--- src/include/wide_bus_regs.svh ---
`ifndef WIDE_BUS_REGS_SVH
`define WIDE_BUS_REGS_SVH

// Width of one independently enabled half.
`define WBR_HALF_W 10
// Width of the whole register.
`define WBR_DATA_W 20
// Lowest bit of the upper half.
`define WBR_HI_LSB 10
// Flip-flops from a pin to the stored value.
`define WBR_PIPE_DEPTH 2'h3
// Level of an active-low enable that floats the outputs.
`define WBR_OE_N_OFF 1'b1
// Value of an output enable that releases the pins.
`define WBR_DRIVE_OFF 1'b0
// Start value of the settle counter.
`define WBR_SETTLE_ZERO 2'h0
// Step of the settle counter.
`define WBR_SETTLE_STEP 2'h1

`endif

--- src/include/wide_bus_pkg.sv ---
`include "wide_bus_regs.svh"

package wide_bus_pkg;

  typedef logic [`WBR_HALF_W-1:0] half_word_t;
  typedef logic [`WBR_DATA_W-1:0] full_word_t;
  typedef logic [1:0]             settle_cnt_t;

endpackage

--- src/verilog/wide_bus_half.sv ---
`timescale 1ns/1ps
`default_nettype none
`include "wide_bus_regs.svh"

module wide_bus_half
  import wide_bus_pkg::*;
(
  input  wire logic       sys_clk_i,
  input  wire logic       resetn_i,
  input  wire half_word_t data_i,
  input  wire logic       oe_n_i,
  output var  half_word_t q_o,
  output var  half_word_t q_oe_o
);

  half_word_t store_d;
  half_word_t oe_d;

  // Storage loads every edge, whatever the enable and the reset.
  always_comb begin
    store_d = data_i;
  end

  always_ff @(posedge sys_clk_i) begin
    q_o <= store_d;
  end

  // The enable steers only the pin drivers of this half.
  always_comb begin
    oe_d = {`WBR_HALF_W{~oe_n_i}};
  end

  always_ff @(posedge sys_clk_i) begin
    if (!resetn_i) begin
      q_oe_o <= {`WBR_HALF_W{`WBR_DRIVE_OFF}};
    end else begin
      q_oe_o <= oe_d;
    end
  end

endmodule

`default_nettype wire

--- src/verilog/wide_bus_register.sv ---
`timescale 1ns/1ps
`default_nettype none
`include "wide_bus_regs.svh"

// Functional notes
// Every clock edge stores all twenty inputs.
// Two ten-bit halves, each separately enabled.
// Enable low drives half; high floats it.
// Enable never stops or alters storage.
// Re-enabled half shows its current contents.
// Controller holds enables high at power.
// Storage has no reset; undefined until loaded.
module wide_bus_register
  import wide_bus_pkg::*;
(
  input  wire logic       sys_clk_i,
  input  wire logic       resetn_i,
  input  wire full_word_t d_i,
  input  wire logic       oe_lo_n_i,
  input  wire logic       oe_hi_n_i,
  output var  full_word_t q_o,
  output var  full_word_t q_oe_o
);

  full_word_t  data_meta_q;
  full_word_t  data_sync_q;
  full_word_t  data_meta_d;
  full_word_t  data_sync_d;
  logic        oe_lo_meta_q;
  logic        oe_lo_sync_q;
  logic        oe_hi_meta_q;
  logic        oe_hi_sync_q;
  logic        oe_lo_meta_d;
  logic        oe_lo_sync_d;
  logic        oe_hi_meta_d;
  logic        oe_hi_sync_d;
  settle_cnt_t settle_q;
  settle_cnt_t settle_d;
  logic        settled;

  // Data pins pass two flip-flops; no reset so storage keeps loading.
  always_comb begin
    data_meta_d = d_i;
    data_sync_d = data_meta_q;
  end

  always_ff @(posedge sys_clk_i) begin
    data_meta_q <= data_meta_d;
    data_sync_q <= data_sync_d;
  end

  // Enable pins pass two flip-flops and reset to the floating level.
  always_comb begin
    oe_lo_meta_d = oe_lo_n_i;
    oe_lo_sync_d = oe_lo_meta_q;
    oe_hi_meta_d = oe_hi_n_i;
    oe_hi_sync_d = oe_hi_meta_q;
  end

  always_ff @(posedge sys_clk_i) begin
    if (!resetn_i) begin
      oe_lo_meta_q <= `WBR_OE_N_OFF;
      oe_lo_sync_q <= `WBR_OE_N_OFF;
      oe_hi_meta_q <= `WBR_OE_N_OFF;
      oe_hi_sync_q <= `WBR_OE_N_OFF;
    end else begin
      oe_lo_meta_q <= oe_lo_meta_d;
      oe_lo_sync_q <= oe_lo_sync_d;
      oe_hi_meta_q <= oe_hi_meta_d;
      oe_hi_sync_q <= oe_hi_sync_d;
    end
  end

  // The two halves share the clock but have their own enables.
  wide_bus_half u_half_lo (
    .sys_clk_i (sys_clk_i),
    .resetn_i  (resetn_i),
    .data_i    (data_sync_q[`WBR_HALF_W-1:0]),
    .oe_n_i    (oe_lo_sync_q),
    .q_o       (q_o[`WBR_HALF_W-1:0]),
    .q_oe_o    (q_oe_o[`WBR_HALF_W-1:0])
  );

  wide_bus_half u_half_hi (
    .sys_clk_i (sys_clk_i),
    .resetn_i  (resetn_i),
    .data_i    (data_sync_q[`WBR_DATA_W-1:`WBR_HI_LSB]),
    .oe_n_i    (oe_hi_sync_q),
    .q_o       (q_o[`WBR_DATA_W-1:`WBR_HI_LSB]),
    .q_oe_o    (q_oe_o[`WBR_DATA_W-1:`WBR_HI_LSB])
  );

  // Counts edges after reset until the pipeline holds real pin values.
  always_comb begin
    settle_d = settle_q;
    if (settle_q != `WBR_PIPE_DEPTH) begin
      settle_d = settle_q + `WBR_SETTLE_STEP;
    end
  end

  always_ff @(posedge sys_clk_i) begin
    if (!resetn_i) begin
      settle_q <= `WBR_SETTLE_ZERO;
    end else begin
      settle_q <= settle_d;
    end
  end

  assign settled = (settle_q == `WBR_PIPE_DEPTH);
endmodule

`default_nettype wire
--- config.mk ---
export PLATFORM = sky130hd
export DESIGN_NAME = wide_bus_register
export DESIGN_NICKNAME = d
export VERILOG_FILES = /design/src/include/wide_bus_pkg.sv /design/src/verilog/wide_bus_half.sv /design/src/verilog/wide_bus_register.sv
export VERILOG_INCLUDE_DIRS = /design/src /design/src/include
export SDC_FILE = /design/constraint.sdc
export NUM_CORES = 1
export LEC_CHECK = 0
export BUFFER_PORTS_ARGS = -buffer_cell sky130_fd_sc_hd__buf_4
export CORE_ASPECT_RATIO = 1.25
export CORE_MARGIN = 2
export CORE_UTILIZATION = 48
export CTS_CLUSTER_DIAMETER = 80
export DETAILED_ROUTE_END_ITERATION = 10
export PLACE_DENSITY = 0.88
export SYNTH_ARGS = -nofsm -noshare
export SYNTH_HDL_FRONTEND = slang
export SYNTH_SLANG_ARGS = --single-unit
--- constraint.sdc ---
create_clock -name sys_clk_i -period 1.66 [get_ports sys_clk_i]
set_input_delay 0.166 -clock sys_clk_i [delete_from_list [all_inputs] [get_ports sys_clk_i]]
set_output_delay 0.166 -clock sys_clk_i [all_outputs]
set_load 0.02 [all_outputs]
Word level (Yosys, flattened, before mapping) --
Cells that the tools add are included.
Word-level totals: register bits after elaboration 66, word-level logic and storage cells 12, input port bits 24, output and inout port bits 40
Operators by class: bitwise logic cells 2
Operator list (number):
- $not A1 Y1 | 2

Depth between registers and ports, before layout --
depth after elaboration 1, depth in mapped cells 1, gate-level depth less buffers 1

Hierarchy --
Synthesis repeated with hierarchy kept, for this count alone.
Second synthesis, totals: cells, all modules 90, area total of the unflattened synthesis 1508.9 µm²
Modules (own cells, without submodules):
- wide_bus_register | cells each 48, seq. area each 880.8 µm², area an instance 905.9 µm², instances 1
- wide_bus_half | cells each 21, seq. area each 220.2 µm², area an instance 301.5 µm², instances 2

Worst setup path before layout --
Ideal clock, no wire load.
path kind flip-flop to output port, from register u_half_hi.q_oe_o[0] (netlist name), to output q_oe_o[11], required time 1.494 ns, setup slack 0.734 ns, data arrival time 0.760 ns, stages on the path, launching flop included 2, buffers on the path 1, cell sequence dfxtp_1 -> buf_4
RTL lines:
- end, declared | RTL line wide_bus_register.sv:22 | output var full_word_t q_oe_o
No word-level cell between the ends.

Worst setup path after layout --
from input oe_lo_n_i, to register oe_lo_meta_q
RTL lines:
- start, declared | RTL line wide_bus_register.sv:19 | input wire logic oe_lo_n_i,
- end signal, assigned | RTL line wide_bus_register.sv:62 | oe_lo_meta_q <= `WBR_OE_N_OFF;
- end signal, assigned | RTL line wide_bus_register.sv:67 | oe_lo_meta_q <= oe_lo_meta_d;
- end, declared | RTL line wide_bus_register.sv:29 | logic oe_lo_meta_q;
No word-level cell between the ends.

==> reports/metrics.yaml <==
run_status:
  outcome: "finished, final reports clean"
global_routing:
  global_route.usage.met2_pct: 30.3
  grtUsageMet1_pct: 13.9
  grt_pass1_wl_um: 3820
  top_usage_layer: "met2"
  antenna_found_initial: 0
  overflow: 0
  grt_use_total_pct: 16.3
  met3_usage_pct: 6.05
  grt_max_degree: 11
  grt_pass1_vias: 867
final_layout:
  layout-drive-gt1-share_pct: 44.9
  layout_common_cells: "dfxtp_1 (66), buf_4 (63), dlygate4sd3_1 (25)"
  fin_util_pct: 77.1
  antenna_cells: 0
  area_growth_pct: 52.9
  fin_nets: 195
  nFillCells: 188
  final_area_mm2: 0.00229
  final_common_cell: "dfxtp_1"
setup_path:
  cp.required_ns: 1.91
  crit_type: "input pin to flip-flop"
  rr_worst_depth: 1
  reg2reg_from: "oe_hi_sync_q"
  reg2reg_to: "u_half_hi.q_oe_o[0]"
  cp_slowest_cell: "dlygate4sd3_1"
  max_stage_delay_ns: 0.56
  crit_top_cell: "dlygate4sd3_1"
  endpoint: "oe_lo_meta_q"
  path_cells: "dlygate4sd3_1 -> buf_4 -> nand2b_1 -> dlygate4sd3_1"
  cp_max_fo: 1
  timing.critical_path.from_type: "input pin"
  reg2reg_slack_ns: 1.05
  arrival_ns: 1.53
  critPathCaptureType: "flip-flop"
  cp-startpoint: "oe_lo_n_i"
floorplan:
  io_pins: 64
  die_x_um: 54.0
  die_h_um: 66.5
  initial_core_util_pct: 50.4
  fp.coreArea_mm2: 0.00297
  dieArea_mm2: 0.00359
  row_count: 22
routing:
  wl_um: 2550
  drc_errors: 0
  first_pass_iters: 4
  vias: 827
  drt_iter0_markers: 12
  wl_per_cell_um: 12.0
  vias_per_cell: 3.90
  ant_nets: 0
synthesis:
  syn_inst: 90
  synthTopCellsByArea: "dfxtp_1 (88%), buf_4 (9.0%), nand2b_1 (1.7%)"
  synth_top_cell_area_share_pct: 88.1
  syn_nets: 114
  synth_area_mm2: 0.00150
  yosysTopAreaCell: "dfxtp_1"
  yosys_warnings: 0
  ys_ff_latch: 66
  yosysUniqueCellTypes: 4
  syn-mean-instance-area_um2: 16.7
  synth_seq_area_share_pct: 88.1
min_path:
  hold_class: "flip-flop to flip-flop"
sta:
  tightest_slew_ns: 0.299
  fin_ws_ns: 0.380
  drv_slew: 0
  tns_ns: 0
  clock-skew-final_ns: 0.00781
  finalSetupViolCount: 0
  min_period_ns: 1.28
  rsz0062_at_grt: "false"
  max_freq_mhz: 781
  max_slew_margin_pct: 80.0
  hold_viol: 0
  final.period_utilization_pct: 77.1
placed_design:
  numPortBuffers: 63
  gp_congestion: 0.573
  place_hpwl_um: 1490
  dpl_worst_slack_ns: 0.805
  dpl_cell_area_mm2: 0.00188
flow_run:
  maxCapViolCount: 0
clock_network:
  cts_tree: "yes"
  root_buffer: "clkbuf_4"
  clk_pin_slew_ns: 0.09
  cts_buffer_depth: 2
  clock-sinks: 66
  insertion_delay_ns: 0.36
  hold_buffers: 25
  cts_made_buffers: 9
  cts_resized: 0
  htreeDepth: 3
  cts_setup_buffers: 0
power_and_ir_drop:
  ir_worst_vdd_mv: 0.954
  p_per_area_mw_per_mm2: 1310
  leakagePower_nw: 1.08
-- metal layers --
layer | up-vias | part of all wire (%)
met1 | 362 | 34
met2 | 41 | 59
met5 | - | 0
li1 | 422 | -
met4 | 0 | 0.63
met3 | 2 | 6.4
-- worst max-delay path: cells and delay by family --
family,cells,cell delay [ns]
simple gates,1,0.13
buf+inv,3,1.23
-- per-stage QoR --
step,hold slack [ns],cells,power (mW)
2_1_floorplan,0.194,90,1.79
3_3_place_gp,0.271,171,1.87
3_5_place_dp,0.272,171,1.88
4_1_cts,0.330,212,3.04
5_1_grt,0.339,212,3.12
6_report,0.328,212,3.00
-- sequential cells by signal, summed over array words and instances (netlist names) --
register          flops
u_half_hi.q_o        10
oe_lo_sync_q          1
data_meta_q          20
u_half_lo.q_oe_o      1
u_half_lo.q_o        10
u_half_hi.q_oe_o      1
data_sync_q          20
oe_hi_meta_q          1
oe_lo_meta_q          1
oe_hi_sync_q          1
-- worst min path at each step --
stage | startpoint | to | cells past startpoint | slack, ns
2_1_floorplan | d_i[0] | data_meta_q[0] | 0 | 0.19
3_3_place_gp | d_i[9] | data_meta_q[9] | 1 | 0.27
3_5_place_dp | d_i[13] | data_meta_q[13] | 1 | 0.27
4_1_cts | data_sync_q[14] | u_half_hi.q_o[4] | 0 | 0.33
5_1_grt | data_sync_q[5] | u_half_lo.q_o[5] | 0 | 0.34
6_report | data_meta_q[16] | data_sync_q[16] | 0 | 0.33
-- cell type report --
| type | instances | area, um2 | area share, % |
|---|---|---|---|
| Sequential cell | 66 | 1320 | 57.6 |
| Clock inverter | 1 | 30.0 | 1.31 |
| Clock buffer | 15 | 130 | 5.68 |
| Multi-Input combinational cell | 6 | 42.5 | 1.86 |
| Timing Repair Buffer | 88 | 723 | 31.6 |
| Tap cell | 36 | 45.0 | 1.97 |
-- power breakdown --
part | total, mW | internal (mW) | switching (mW)
registers | 1.69 | 1.67 | 0.0234
logic | 0.204 | 0.121 | 0.0829
clock network | 1.11 | 0.628 | 0.481
-- cell usage after synthesis --
cell	count
and2b_2	2
buf_4	18
nand2b_1	4
dfxtp_1	66
-- logic make-up after synthesis --
logic type	Yosys count	share of synthesized area, %
DFF	66	88.1
and+or+nand+nor	6	2.84
buffers and inverters	18	9.02
Note: power is estimated with default switching activity, not from simulation.
